<file path="src/include/stap_pkg.sv">
// Contract
// - TMS is sampled into the TAP state machine on each rising TCK edge.
// - Rising TCK shifts TDI into the selected instruction or data register.
// - The selected register shifts out on TDO, one bit per TCK cycle.
// - TDO changes only on falling TCK edges.
// - TDO floats except while a register is being shifted.
// - TRST high gives the scan system control; the controller must drive it.
// - TRST low or open: functional mode, all scan inputs ignored.
// - TRST high: each emulation pin is an interrupt, direction set by scan.
`default_nettype none
package stap_pkg;
    typedef enum logic [3:0] {
        st_tlr    = 4'h0,
        st_rti    = 4'h1,
        st_sel_dr = 4'h2,
        st_cap_dr = 4'h3,
        st_sh_dr  = 4'h4,
        st_ex1_dr = 4'h5,
        st_pau_dr = 4'h6,
        st_ex2_dr = 4'h7,
        st_upd_dr = 4'h8,
        st_sel_ir = 4'h9,
        st_cap_ir = 4'ha,
        st_sh_ir  = 4'hb,
        st_ex1_ir = 4'hc,
        st_pau_ir = 4'hd,
        st_ex2_ir = 4'he,
        st_upd_ir = 4'hf
    } stap_state_e;

    localparam int          IR_W        = 4;
    localparam int          DR_W        = 32;
    localparam int          LEN_W       = 6;
    localparam int          EMU_W       = 2;
    localparam logic [3:0]  IR_IDCODE   = 4'h1;
    localparam logic [3:0]  IR_EMUCTL   = 4'h2;
    localparam logic [3:0]  IR_BYPASS   = 4'hf;
    localparam logic [3:0]  IR_CAPTURE  = 4'h1;
    localparam logic [3:0]  IR_RESET    = 4'h1;
    localparam logic [5:0]  LEN_IDCODE  = 6'h20;
    localparam logic [5:0]  LEN_EMUCTL  = 6'h02;
    localparam logic [5:0]  LEN_BYPASS  = 6'h01;
    localparam logic [1:0]  EMU_DIR_RST = 2'h0;
    // Identification value is arbitrary; bit 0 must stay set.
    localparam logic [31:0] IDCODE_DEF  = 32'h0a5c_0001;
    // Positions of the pin inputs inside the synchroniser vector.
    localparam int          SYNC_W      = 6;
    localparam int          B_TCK       = 0;
    localparam int          B_TMS       = 1;
    localparam int          B_TDI       = 2;
    localparam int          B_TRST      = 3;
    localparam int          B_EMU_A     = 4;
    localparam int          B_EMU_B     = 5;
endpackage
`default_nettype wire

</file>
<file path="src/logic/stap_core.sv">
`default_nettype none
// Scan test access port, oversampling TCK with the system clock.
module stap_core #(
    parameter logic [31:0] IDCODE_VALUE = stap_pkg::IDCODE_DEF
) (
    input  wire logic clock,
    input  wire logic rst_n,
    input  wire logic tck,
    input  wire logic tms,
    input  wire logic tdi,
    input  wire logic trst,
    output logic      tdo,
    output logic      tdo_oe_n,
    input  wire logic emulator_irq_line_a_in,
    output logic      emulator_irq_line_a_out,
    output logic      emulator_irq_line_a_oe_n,
    input  wire logic emulator_irq_line_b_in,
    output logic      emulator_irq_line_b_out,
    output logic      emulator_irq_line_b_oe_n,
    input  wire logic core_irq_a,
    input  wire logic core_irq_b,
    output logic      emu_irq_a,
    output logic      emu_irq_b,
    output logic      scan_mode
);
    typedef struct packed {
        stap_pkg::stap_state_e state;
        logic [3:0]            ir;
        logic [3:0]            ir_sh;
        logic [31:0]           dr;
        logic [1:0]            emu_dir;
        logic                  tck_prev;
        logic                  tdo;
        logic                  tdo_oe_n;
        logic [1:0]            emu_out;
        logic [1:0]            emu_oe_n;
        logic [1:0]            emu_irq;
        logic                  scan;
    } stap_core_s;

    stap_core_s st;
    stap_core_s next_st;
    logic [stap_pkg::SYNC_W-1:0] pins;
    logic s_tck, s_tms, s_tdi, s_trst;
    logic [1:0] s_emu;
    logic [1:0] core_irq;
    logic rise, fall;
    logic [5:0] dr_len;

    // Every pin passes two flops; TMS and TDI share the TCK delay.
    stap_sync #(
        .W(stap_pkg::SYNC_W)
    ) u_sync (
        .clock(clock),
        .rst_n(rst_n),
        .din  ({emulator_irq_line_b_in, emulator_irq_line_a_in, trst,
                tdi, tms, tck}),
        .dout (pins)
    );

    assign s_tck    = pins[stap_pkg::B_TCK];
    assign s_tms    = pins[stap_pkg::B_TMS];
    assign s_tdi    = pins[stap_pkg::B_TDI];
    assign s_trst   = pins[stap_pkg::B_TRST];
    assign s_emu    = {pins[stap_pkg::B_EMU_B], pins[stap_pkg::B_EMU_A]};
    assign core_irq = {core_irq_b, core_irq_a};
    assign rise     = s_tck & ~st.tck_prev;
    assign fall     = ~s_tck & st.tck_prev;

    // Standard sixteen-state successor table.
    function automatic stap_pkg::stap_state_e next_tap(
        input stap_pkg::stap_state_e s,
        input logic                  m
    );
        stap_pkg::stap_state_e n;
        n = stap_pkg::st_tlr;
        unique case (s)
            stap_pkg::st_tlr:    n = m ? stap_pkg::st_tlr : stap_pkg::st_rti;
            stap_pkg::st_rti:    n = m ? stap_pkg::st_sel_dr
                                       : stap_pkg::st_rti;
            stap_pkg::st_sel_dr: n = m ? stap_pkg::st_sel_ir
                                       : stap_pkg::st_cap_dr;
            stap_pkg::st_cap_dr: n = m ? stap_pkg::st_ex1_dr
                                       : stap_pkg::st_sh_dr;
            stap_pkg::st_sh_dr:  n = m ? stap_pkg::st_ex1_dr
                                       : stap_pkg::st_sh_dr;
            stap_pkg::st_ex1_dr: n = m ? stap_pkg::st_upd_dr
                                       : stap_pkg::st_pau_dr;
            stap_pkg::st_pau_dr: n = m ? stap_pkg::st_ex2_dr
                                       : stap_pkg::st_pau_dr;
            stap_pkg::st_ex2_dr: n = m ? stap_pkg::st_upd_dr
                                       : stap_pkg::st_sh_dr;
            stap_pkg::st_upd_dr: n = m ? stap_pkg::st_sel_dr
                                       : stap_pkg::st_rti;
            stap_pkg::st_sel_ir: n = m ? stap_pkg::st_tlr
                                       : stap_pkg::st_cap_ir;
            stap_pkg::st_cap_ir: n = m ? stap_pkg::st_ex1_ir
                                       : stap_pkg::st_sh_ir;
            stap_pkg::st_sh_ir:  n = m ? stap_pkg::st_ex1_ir
                                       : stap_pkg::st_sh_ir;
            stap_pkg::st_ex1_ir: n = m ? stap_pkg::st_upd_ir
                                       : stap_pkg::st_pau_ir;
            stap_pkg::st_pau_ir: n = m ? stap_pkg::st_ex2_ir
                                       : stap_pkg::st_pau_ir;
            stap_pkg::st_ex2_ir: n = m ? stap_pkg::st_upd_ir
                                       : stap_pkg::st_sh_ir;
            stap_pkg::st_upd_ir: n = m ? stap_pkg::st_sel_dr
                                       : stap_pkg::st_rti;
        endcase
        return n;
    endfunction

    // Data register length follows the active instruction.
    always_comb begin
        if (st.ir == stap_pkg::IR_IDCODE) begin
            dr_len = stap_pkg::LEN_IDCODE;
        end else if (st.ir == stap_pkg::IR_EMUCTL) begin
            dr_len = stap_pkg::LEN_EMUCTL;
        end else begin
            dr_len = stap_pkg::LEN_BYPASS;
        end
    end

    // Edge actions of the port; unknown instructions fall back to bypass.
    always_comb begin
        next_st          = st;
        next_st.tck_prev = s_tck;
        next_st.scan     = s_trst;
        if (!s_trst) begin
            // Functional mode: scan pins have no effect at all.
            next_st.state    = stap_pkg::st_tlr;
            next_st.ir       = stap_pkg::IR_RESET;
            next_st.emu_dir  = stap_pkg::EMU_DIR_RST;
            next_st.tdo_oe_n = 1'b1;
        end else if (rise) begin
            next_st.state = next_tap(st.state, s_tms);
            if (st.state == stap_pkg::st_tlr) begin
                next_st.ir = stap_pkg::IR_RESET;
            end else if (st.state == stap_pkg::st_cap_ir) begin
                next_st.ir_sh = stap_pkg::IR_CAPTURE;
            end else if (st.state == stap_pkg::st_sh_ir) begin
                next_st.ir_sh = {s_tdi, st.ir_sh[3:1]};
            end else if (st.state == stap_pkg::st_upd_ir) begin
                next_st.ir = st.ir_sh;
            end else if (st.state == stap_pkg::st_cap_dr) begin
                if (st.ir == stap_pkg::IR_IDCODE) begin
                    next_st.dr = IDCODE_VALUE;
                end else if (st.ir == stap_pkg::IR_EMUCTL) begin
                    next_st.dr = {30'h0, st.emu_dir};
                end else begin
                    next_st.dr = 32'h0;
                end
            end else if (st.state == stap_pkg::st_sh_dr) begin
                next_st.dr = st.dr >> 1;
                next_st.dr[5'(dr_len - 6'h01)] = s_tdi;
            end else if (st.state == stap_pkg::st_upd_dr) begin
                if (st.ir == stap_pkg::IR_EMUCTL) begin
                    next_st.emu_dir = st.dr[1:0];
                end
            end
        end else if (fall) begin
            // Output moves half a TCK after the shift state is entered.
            if (st.state == stap_pkg::st_sh_ir) begin
                next_st.tdo      = st.ir_sh[0];
                next_st.tdo_oe_n = 1'b0;
            end else if (st.state == stap_pkg::st_sh_dr) begin
                next_st.tdo      = st.dr[0];
                next_st.tdo_oe_n = 1'b0;
            end else begin
                next_st.tdo_oe_n = 1'b1;
            end
        end
        // Emulation pins: direction bit 1 drives the core interrupt out.
        for (int i = 0; i < stap_pkg::EMU_W; i++) begin
            if (s_trst) begin
                next_st.emu_oe_n[i] = ~st.emu_dir[i];
                next_st.emu_out[i]  = core_irq[i];
                next_st.emu_irq[i]  = ~st.emu_dir[i] & s_emu[i];
            end else begin
                next_st.emu_oe_n[i] = 1'b1;
                next_st.emu_out[i]  = 1'b0;
                next_st.emu_irq[i]  = 1'b0;
            end
        end
    end

    // All state lives in one register; reset mirrors functional mode.
    always_ff @(posedge clock or negedge rst_n) begin
        if (!rst_n) begin
            st          <= '0;
            st.state    <= stap_pkg::st_tlr;
            st.ir       <= stap_pkg::IR_RESET;
            st.emu_dir  <= stap_pkg::EMU_DIR_RST;
            st.tdo_oe_n <= 1'b1;
            st.emu_oe_n <= 2'h3;
        end else begin
            st <= next_st;
        end
    end

    assign tdo                      = st.tdo;
    assign tdo_oe_n                 = st.tdo_oe_n;
    assign emulator_irq_line_a_out  = st.emu_out[0];
    assign emulator_irq_line_a_oe_n = st.emu_oe_n[0];
    assign emulator_irq_line_b_out  = st.emu_out[1];
    assign emulator_irq_line_b_oe_n = st.emu_oe_n[1];
    assign emu_irq_a                = st.emu_irq[0];
    assign emu_irq_b                = st.emu_irq[1];
    assign scan_mode                = st.scan;
endmodule
`default_nettype wire

</file>
<file path="src/logic/stap_sync.sv">
`default_nettype none
// Two-stage synchroniser for a vector of independent levels.
module stap_sync #(
    parameter int W = 1
) (
    input  wire logic         clock,
    input  wire logic         rst_n,
    input  wire logic [W-1:0] din,
    output logic      [W-1:0] dout
);
    typedef struct packed {
        logic [W-1:0] meta;
        logic [W-1:0] stable;
    } stap_sync_s;

    stap_sync_s st;
    stap_sync_s next_st;

    // The first stage feeds only the second stage.
    always_comb begin
        next_st.meta   = din;
        next_st.stable = st.meta;
    end

    always_ff @(posedge clock or negedge rst_n) begin
        if (!rst_n) begin
            st <= '0;
        end else begin
            st <= next_st;
        end
    end

    assign dout = st.stable;
endmodule
`default_nettype wire

</file>
<file path="config.mk">
export PLATFORM = sky130hd
export DESIGN_NAME = stap_core
export DESIGN_NICKNAME = d
export VERILOG_FILES = /design/src/include/stap_pkg.sv /design/src/logic/stap_core.sv /design/src/logic/stap_sync.sv
export SDC_FILE = /design/constraint.sdc
export NUM_CORES = 1
export LEC_CHECK = 0
export BUFFER_PORTS_ARGS = -buffer_cell sky130_fd_sc_hd__buf_2
export CAP_MARGIN = 15
export CORE_MARGIN = 3
export CORE_UTILIZATION = 35
export CTS_CLUSTER_DIAMETER = 100
export DETAILED_ROUTE_END_ITERATION = 8
export GPL_ROUTABILITY_DRIVEN = 1
export SETUP_SLACK_MARGIN = 0.1
export SLEW_MARGIN = 20
export SYNTH_ARGS = -nofsm -noshare
export SYNTH_HDL_FRONTEND = slang
export SYNTH_HIERARCHICAL = 1
export SYNTH_SLANG_ARGS = --single-unit
</file>
<file path="constraint.sdc">
create_clock -name clock -period 1.75 [get_ports clock]
set_input_delay 0.0875 -clock clock [delete_from_list [all_inputs] [get_ports clock]]
set_output_delay 0.0875 -clock clock [all_outputs]
set_load 0.01 [all_outputs]
</file>
* Yosys cells after proc, flatten, opt, wreduce, memory -nomap -nowiden
Cells that the tools add are included.
** Word-level totals
- Bits in registers :: 68
- Bits of input ports :: 10
- Word-level logic and storage cells :: 126
** Operators by class
- $add $sub $neg :: 1
- $lt $le $gt $ge :: 2
- Equal/unequal tests :: 31
- Muxes and demuxes :: 51
- Bitwise operators :: 13
- Reduce and logical (&&, ||, !) cells :: 14
** Operators by type and width (count)
- 34-bit 2-to-1 mux :: 3
- 32-bit 2-to-1 mux :: 2
- 4-bit case mux with 12 select lines :: 1
- 46-bit 2-to-1 mux :: 1
- 4-bit 2-to-1 mux :: 10
- 38-bit 2-to-1 mux :: 1
- 32-bit bitwise mux :: 1
- 4-bit == test (second input constant) :: 8
- 28-bit 2-to-1 mux :: 1
- 2-bit 2-to-1 mux :: 12
- 2-bit inequality test (second input constant) :: 11
- 4-bit by 3-bit == test with 1-bit output (second input constant) :: 4
- 1-bit 2-to-1 mux :: 15
- 4-bit by 2-bit == test with 1-bit output (second input constant) :: 3
- 4-bit AND reduction :: 3
- 3-bit inequality test (second input constant) :: 3
- 1-bit inverter :: 9
- 9-bit AND reduction :: 1
- 4-bit by 1-bit == test with 1-bit output (second input constant) :: 2
- 8-bit 2-to-1 mux :: 1
- 7-bit AND reduction :: 1
- 5-bit by 6-bit < comparator with 1-bit output (second input constant) :: 1
- 3-bit 2-to-1 mux :: 2
- 2-bit nonzero test :: 3
- 9 further kinds :: 13

* Longest topological paths before layout
Gate-level depths: netlist of the first run.
- Depth after elaboration :: 17
- Gate-level depth with buffers :: 6

* Cells and area by module
The synthesis of the first run kept the hierarchy.
** By module, submodules not included
- stap_core :: instances 1, cells an instance 280, area each 2617.5 µm², seq. area each 1406.3 µm²
- stap_sync :: instances 1, cells an instance 12, area each 300.3 µm², seq. area each 300.3 µm²

* Worst setup path after synthesis of the first run
OpenSTA, ideal clock, no wires.
- Kind :: register -> register
- Start :: register st[53] (netlist name)
- End :: register st[48] (netlist name)
- Library setup time :: 0.085 ns
- Arrival :: 1.635 ns
- Data required time :: 1.665 ns
- Slack :: 0.030 ns
- Stages on the path, launching flop included :: 6
- Path buffers :: 1
- Period minus slack after synthesis :: 1.720 ns
- Cell sequence :: dfrtp_1 -> buf_2 -> or4_4 -> a21oi_2 -> nand2b_1 -> mux2_1
** On the way
- Longest elaborated chain between the ends :: 4
** RTL lines
- from (decl) :: RTL line stap_core.sv:41 : stap_core_s st;
- from (signal assigned) :: RTL line stap_core.sv:197 : st <= next_st;
- parallel branches: the longest is 4 deep, another holds 4-bit == test
Parallel ways; which one is timed is not known. The select of a mux whose other input is x is not followed.
A chain may end at the register's enable or synchronous reset.

* Final worst setup path of the first run
- Start :: register st[54] (netlist name)
- End :: register st[48] (netlist name)
The elaborated chain is that of the path after synthesis.

==> results.py, run 1 <==
metrics = {
    "routing": {
        "via_count": 2177,
        "route.final.wire_length_um": 5880,
        "drc": 0,
        "ant_nets": 0,
        "dr.pass1.iters": 4,
        "viasPerCell": 4.95,
        "drtIter0Drc": 106,
        "wl_per_cell_um": 13.4,
    },
    "global_route": {
        "grt_use_total_pct": 12.5,
        "antenna_found_initial": 0,
        "grt_max_degree": 61,
        "grt_pass1_wl_um": 9650,
        "grt_pass1_vias": 2016,
        "overflow": 0,
    },
    "synth": {
        "syn_nets": 302,
        "synth.largest_area_cell": "dfrtp_1",
        "syn_area_um2": 2920,
        "syn_avg_cell_area_um2": 9.99,
        "syn_inst": 292,
        "synthArstFlopShare_pct": 100,
        "ys_ff_latch": 68,
        "synth_top_cell_area_share_pct": 54.9,
        "synthFlopType": "dfrtp_1",
        "synthTopCellsByArea": "dfrtp_1 55%, nand2_1 9.0%, o21ai_1 5.3%",
        "ys_seq_area_share_pct": 58.5,
        "ys_types": 43,
        "synth_edf_count": 0,
        "yosysWarnings": 6,
    },
    "placed_design": {
        "placed_cell_area_um2": 3240,
        "numPortBuffers": 18,
        "gp_congestion": 0.824,
        "place_ws_ns": 0.0680,
        "place_hpwl_um": 3690,
    },
    "worst_hold_path": {
        "hold_class": "in2async",
    },
    "finish": {
        "nNetsFinal": 343,
        "n_antenna_cell": 0,
        "stdcell_area_um2": 3640,
        "fin_util_pct": 46.0,
        "syn_to_final_growth_pct": 24.9,
        "mostFrequentLayoutCell": "nand2_1",
        "drive_above_1_share_pct": 23.7,
        "layout_common_cells": "70 x nand2_1, 62 x dfrtp_1, 31 x o21ai_1",
    },
    "timing": {
        "final_hold_viol_count": 0,
        "setup_slack_ns": 0.0737,
        "timing.hold.ws_ns": 0.231,
        "worst_pin_slew_ns": 0.455,
        "clock.fmax_ghz": 0.597,
        "tns_ns": 0,
        "setup_violations": 0,
        "fin_crit_ns": 1.68,
        "fin_crit_sh_pct": 95.8,
        "relSlewSlack_pct": 69.7,
        "rsz0062_at_grt": "yes",
        "final_max_slew_viol_count": 0,
        "worst_clock_skew_ns": 0.0111,
    },
    "critical_path": {
        "start_kind": "flip-flop",
        "cp.arrival_ns": 1.94,
        "crit_required_ns": 2.01,
        "cpPeakStageDelay_ns": 0.45,
        "critPathBufInv": 1,
        "crit_family": "simple AND/OR/NAND/NOR gates",
        "worstSetupPathType": "reg2reg",
        "cp_max_fo": 5,
        "crit_slowest_cell": "or4_4",
        "crit_chain": "clkbuf_2 > or4_4 > a21oi_4 > nand2b_4 > mux2_4",
        "endpoint_kind": "flip-flop",
    },
    "floorplanning": {
        "row_count": 32,
        "core_area_um2": 7930,
        "die_w_um": 97.3,
        "initial_core_util_pct": 36.8,
        "dieArea_um2": 9470,
        "io_pins": 19,
        "dieHeight_um": 97.3,
    },
    "flow_run": {
        "cap_viol_max_count": 0,
    },
    "power_and_ir_drop": {
        "ir_drop_mv": 0.330,
        "leakagePower_nw": 1.56,
        "power_density_nw_per_um2": 854,
    },
    "clock_network": {
        "cts.path.max_buffers": 2,
        "htree_levels": 3,
        "worst_setup_hold_path_clk_slew_ns": 0.07,
        "cts_tree": "yes",
        "cts-root-buf": "clkbuf_8",
        "cts_made_buffers": 9,
        "clock-sinks": 68,
        "clk-insertion-delay-late_ns": 0.34,
    },
    "outcome": {
        "status": "finished clean",
    },
}
## power breakdown
group	switching [mW]	internal [mW]	total, mW	leakage (nW)
registers	0.0316	1.61	1.65	0.894
logic	0.139	0.126	0.265	0.576
clock network	0.573	0.629	1.20	0.0917
## Yosys cell counts, drive strengths merged (4+ instances only)
master / n
mux2: 4
nand3b: 4
inv: 4
dfrtp: 64
buf: 13
dfstp: 4
o21ai: 36
clkbuf: 9
nor2: 9
nand2b: 4
a21oi: 11
nand3: 9
mux2i: 7
nor2b: 7
nand2: 70
## cell type report
class | instances | area (um^2)
inverters | 4 | 15.0
clock buffers | 13 | 169
fillers | 773 | 4280
flip-flops and latches | 68 | 1710
clock inverters | 3 | 20.0
multi-input cells | 198 | 1180
well taps | 102 | 128
repair buffers | 52 | 428
## path summary, 6_finish.rpt
check	from	to	slack, ns	depth (start not counted)
max	st[54]	st[48]	0.07	5
min	rst_n	st[44]	0.23	2
max reg2reg	st[54]	st[48]	0.07	5
min reg2reg	u_sync/next_st[1]	u_sync/dout[1]	0.35	0
max in group asynchronous	rst_n	emulator_irq_line_a_oe_n	0.89	3
min in group clock	u_sync/next_st[1]	u_sync/dout[1]	0.35	0
## through the flow
stage,total power [mW],std cells
finish,3.11,440
CTS,3.13,436
global placement,1.90,409
global route,3.24,440
floorplan,1.79,292
detailed placement,1.90,409
## sequential cells by signal, summed over array words and instances, names as in the netlist
name	count
tdo	1
emu_irq_b	1
scan_mode	1
emulator_irq_line_b_oe_n	1
u_sync/dout	6
tdo_oe_n	1
emulator_irq_line_a_oe_n	1
emulator_irq_line_b_out	1
emu_irq_a	1
emulator_irq_line_a_out	1
u_sync/next_st	6
st	47
## cells by family (layout without fill, tap and decap cells)
| kind of cell | count (synthesis) | count (layout) | share of synthesized area (%) |
|---|---|---|---|
| AOI/OAI and AO/OA | 66 | 66 | 13.5 |
| buffers and inverters | 26 | 72 | 3.86 |
| muxes | 11 | 11 | 3.95 |
| xor gates and xnor gates | 2 | 2 | 0.600 |
| and+or+nand+nor | 119 | 119 | 19.6 |
| DFF | 68 | 68 | 58.5 |
## timing repair
item	4_1_cts	5_1_grt
hold buffers	9	0
setup buffers	2	3
setup endpoints to repair	34	36
hold endpoints to repair	23	0
resized for setup	8	10
pin swaps	2	1
cloned	0	1
## worst register-to-register path, cell delays in order (launching register included)
cell	delay, ns
dfrtp_2	0.41
clkbuf_2	0.15
or4_4	0.45
a21oi_4	0.17
nand2b_4	0.14
mux2_4	0.29
## layer usage
metal	global-route usage [%]	vias up	routed length, um	part of all wire (%)
met5	0	-	0	0
met4	6.71	0	127	2.2
met3	2.37	11	166	2.8
met2	18.3	41	2670	45
met1	17.5	1048	2910	50
li1	-	1077	-	-
Note: power is estimated with default switching activity, not from simulation.
==> run 2: changes to the inputs <==
--- a/config.mk
+++ b/config.mk
@@ -8,10 +8,11 @@
 export BUFFER_PORTS_ARGS = -buffer_cell sky130_fd_sc_hd__buf_2
 export CAP_MARGIN = 15
 export CORE_MARGIN = 3
-export CORE_UTILIZATION = 35
+export CORE_UTILIZATION = 54
 export CTS_CLUSTER_DIAMETER = 100
 export DETAILED_ROUTE_END_ITERATION = 8
 export GPL_ROUTABILITY_DRIVEN = 1
+export PLACE_DENSITY = 0.75
 export SETUP_SLACK_MARGIN = 0.1
 export SLEW_MARGIN = 20
 export SYNTH_ARGS = -nofsm -noshare
==> results.py, run 2 (synthesis results as in run 1) <==
metrics = {
    "clock_network": {
        "cts_made_buffers": 9,
        "clock-sinks": 68,
        "cts.path.max_buffers": 2,
        "worst_setup_hold_path_clk_slew_ns": 0.07,
        "cts_tree": "yes",
        "htree_levels": 3,
        "cts-root-buf": "clkbuf_8",
        "clk-insertion-delay-late_ns": 0.34,
    },
    "placed_design": {
        "gp_congestion": 0.775,
        "numPortBuffers": 18,
        "dp.cells": 378,
        "place_hpwl_um": 3500,
    },
    "finish": {
        "largest_reg_flops": 47,
        "syn_to_final_growth_pct": 27.7,
        "mostFrequentLayoutCell": "nand2_1",
        "stdcell_count": 417,
        "nNetsFinal": 352,
        "layout_common_cells": "70 x nand2_1, 61 x dfrtp_1, 28 x o21ai_1, 28 x buf_4, 18 x buf_2",
        "n_antenna_cell": 0,
        "top_register": "st",
        "drive_above_1_share_pct": 27.7,
        "fill_cells": 333,
    },
    "routing": {
        "ant_nets": 0,
        "drtIter0Drc": 180,
        "drc": 0,
        "viasPerCell": 5.60,
        "route.final.wire_length_um": 6420,
        "dr.pass1.iters": 4,
        "wl_per_cell_um": 15.4,
        "via_count": 2337,
    },
    "power_and_ir_drop": {
        "p_total_mw": 3.29,
        "leakagePower_nw": 1.63,
        "power_density_nw_per_um2": 884,
        "ir_drop_mv": 0.771,
    },
    "critical_path": {
        "cp_max_fo": 4,
        "crit_required_ns": 1.97,
        "endpoint_kind": "flip-flop",
        "start_kind": "flip-flop",
        "cp.arrival_ns": 1.91,
        "worstSetupPathType": "reg2reg",
    },
    "outcome": {
        "status": "finished clean",
    },
    "global_route": {
        "grt_pass1_vias": 2282,
        "grt_pass1_wl_um": 10600,
        "overflow": 0,
        "grt_max_degree": 69,
        "antenna_found_initial": 0,
        "grt_use_total_pct": 21.9,
    },
    "floorplanning": {
        "initial_core_util_pct": 56.4,
        "dieHeight_um": 79.5,
        "core_area_um2": 5170,
        "io_pins": 19,
        "dieArea_um2": 6320,
        "row_count": 26,
        "die_w_um": 79.5,
    },
    "worst_hold_path": {
        "hold_class": "in2async",
    },
    "timing": {
        "clock.fmax_ghz": 0.592,
        "worst_clock_skew_ns": 0.0117,
        "final_hold_viol_count": 0,
        "relSlewSlack_pct": 73.9,
        "worst_pin_slew_ns": 0.391,
        "fin_crit_ns": 1.69,
        "fin_crit_sh_pct": 96.5,
        "setup_violations": 0,
        "rsz0062_at_grt": "yes",
        "final_max_slew_viol_count": 0,
    },
    "flow_run": {
        "cap_viol_max_count": 0,
    },
}
-- run 2: final timing paths --
check                                 endpoint               from  slack, ns  cells past startpoint
worst min-delay path                    st[49]              rst_n       0.27                      3
min in group clock              u_sync/dout[2]  u_sync/next_st[2]       0.35                      0
worst max-delay path                       tdo             st[53]       0.06                      5
max in group asynchronous             tdo_oe_n              rst_n       1.13                      3
worst max register to register             tdo             st[53]       0.06                      5
worst min register to register  u_sync/dout[2]  u_sync/next_st[2]       0.35                      0
-- run 2: layout make-up --
| cell class | instances | area, um^2 | share of cell area [%] |
|---|---|---|---|
| sequential | 68 | 1710 | 45.9 |
| multi-input combinational | 198 | 1190 | 32.0 |
| timing repair buffer | 61 | 514 | 13.8 |
| clock buffer | 11 | 131 | 3.52 |
| tap | 70 | 87.6 | 2.35 |
| clock inverter | 5 | 77.6 | 2.08 |
| inverter | 4 | 15.0 | 0.403 |
-- run 2: power by group --
group,internal [mW],switching [mW],leakage (nW)
combinational,0.138,0.141,0.639
clock,0.798,0.567,0.103
sequential,1.61,0.0348,0.893
total,2.55,0.742,1.63
-- run 2: critical path, stage by stage, from the launching register on --
cell and delay, ns:
dfrtp_2 0.44, buf_4 0.16, nor4b_2 0.26, a31o_1 0.16
nor3b_2 0.22, mux2_4 0.32
-- run 2: what timing repair did --
item                                    in CTS  in global routing
cloned                                       1                  1
buffers inserted                            10                  2
gates resized for setup                     10                 13
endpoints found under the hold margin       72                  0
pin swaps                                    0                  3
endpoints found under the setup margin      34                 41
hold buffers                                 9                  0
-- run 2: layer usage --
layer	share of wire [%]	vias to the layer above	wire (um)	GRT usage, %
met4	2.5	0	161	11.0
met3	5.0	20	318	4.40
met1	44	1143	2850	29.6
li1	-	1099	-	-
met2	48	75	3090	33.7
met5	0	-	0	0
-- run 2: stage by stage --
stage | setup slack (ns) | hold slack, ns | area (um^2) | TNS (ns) | util [%]
6_report | 0.0618 | 0.274 | 3730 | 0 | 72.1
5_1_grt | -0.00219 | 0.325 | 3730 | -0.00219 | 72.1
4_1_cts | 0.0852 | 0.311 | 3640 | 0 | 70.4
3_5_place_dp | 0.0373 | 0.132 | 3200 | 0 | 61.9
3_3_place_gp | 0.0839 | 0.134 | 3200 | 0 | 61.9
2_1_floorplan | 0.0396 | -0.208 | 2940 | 0 | -
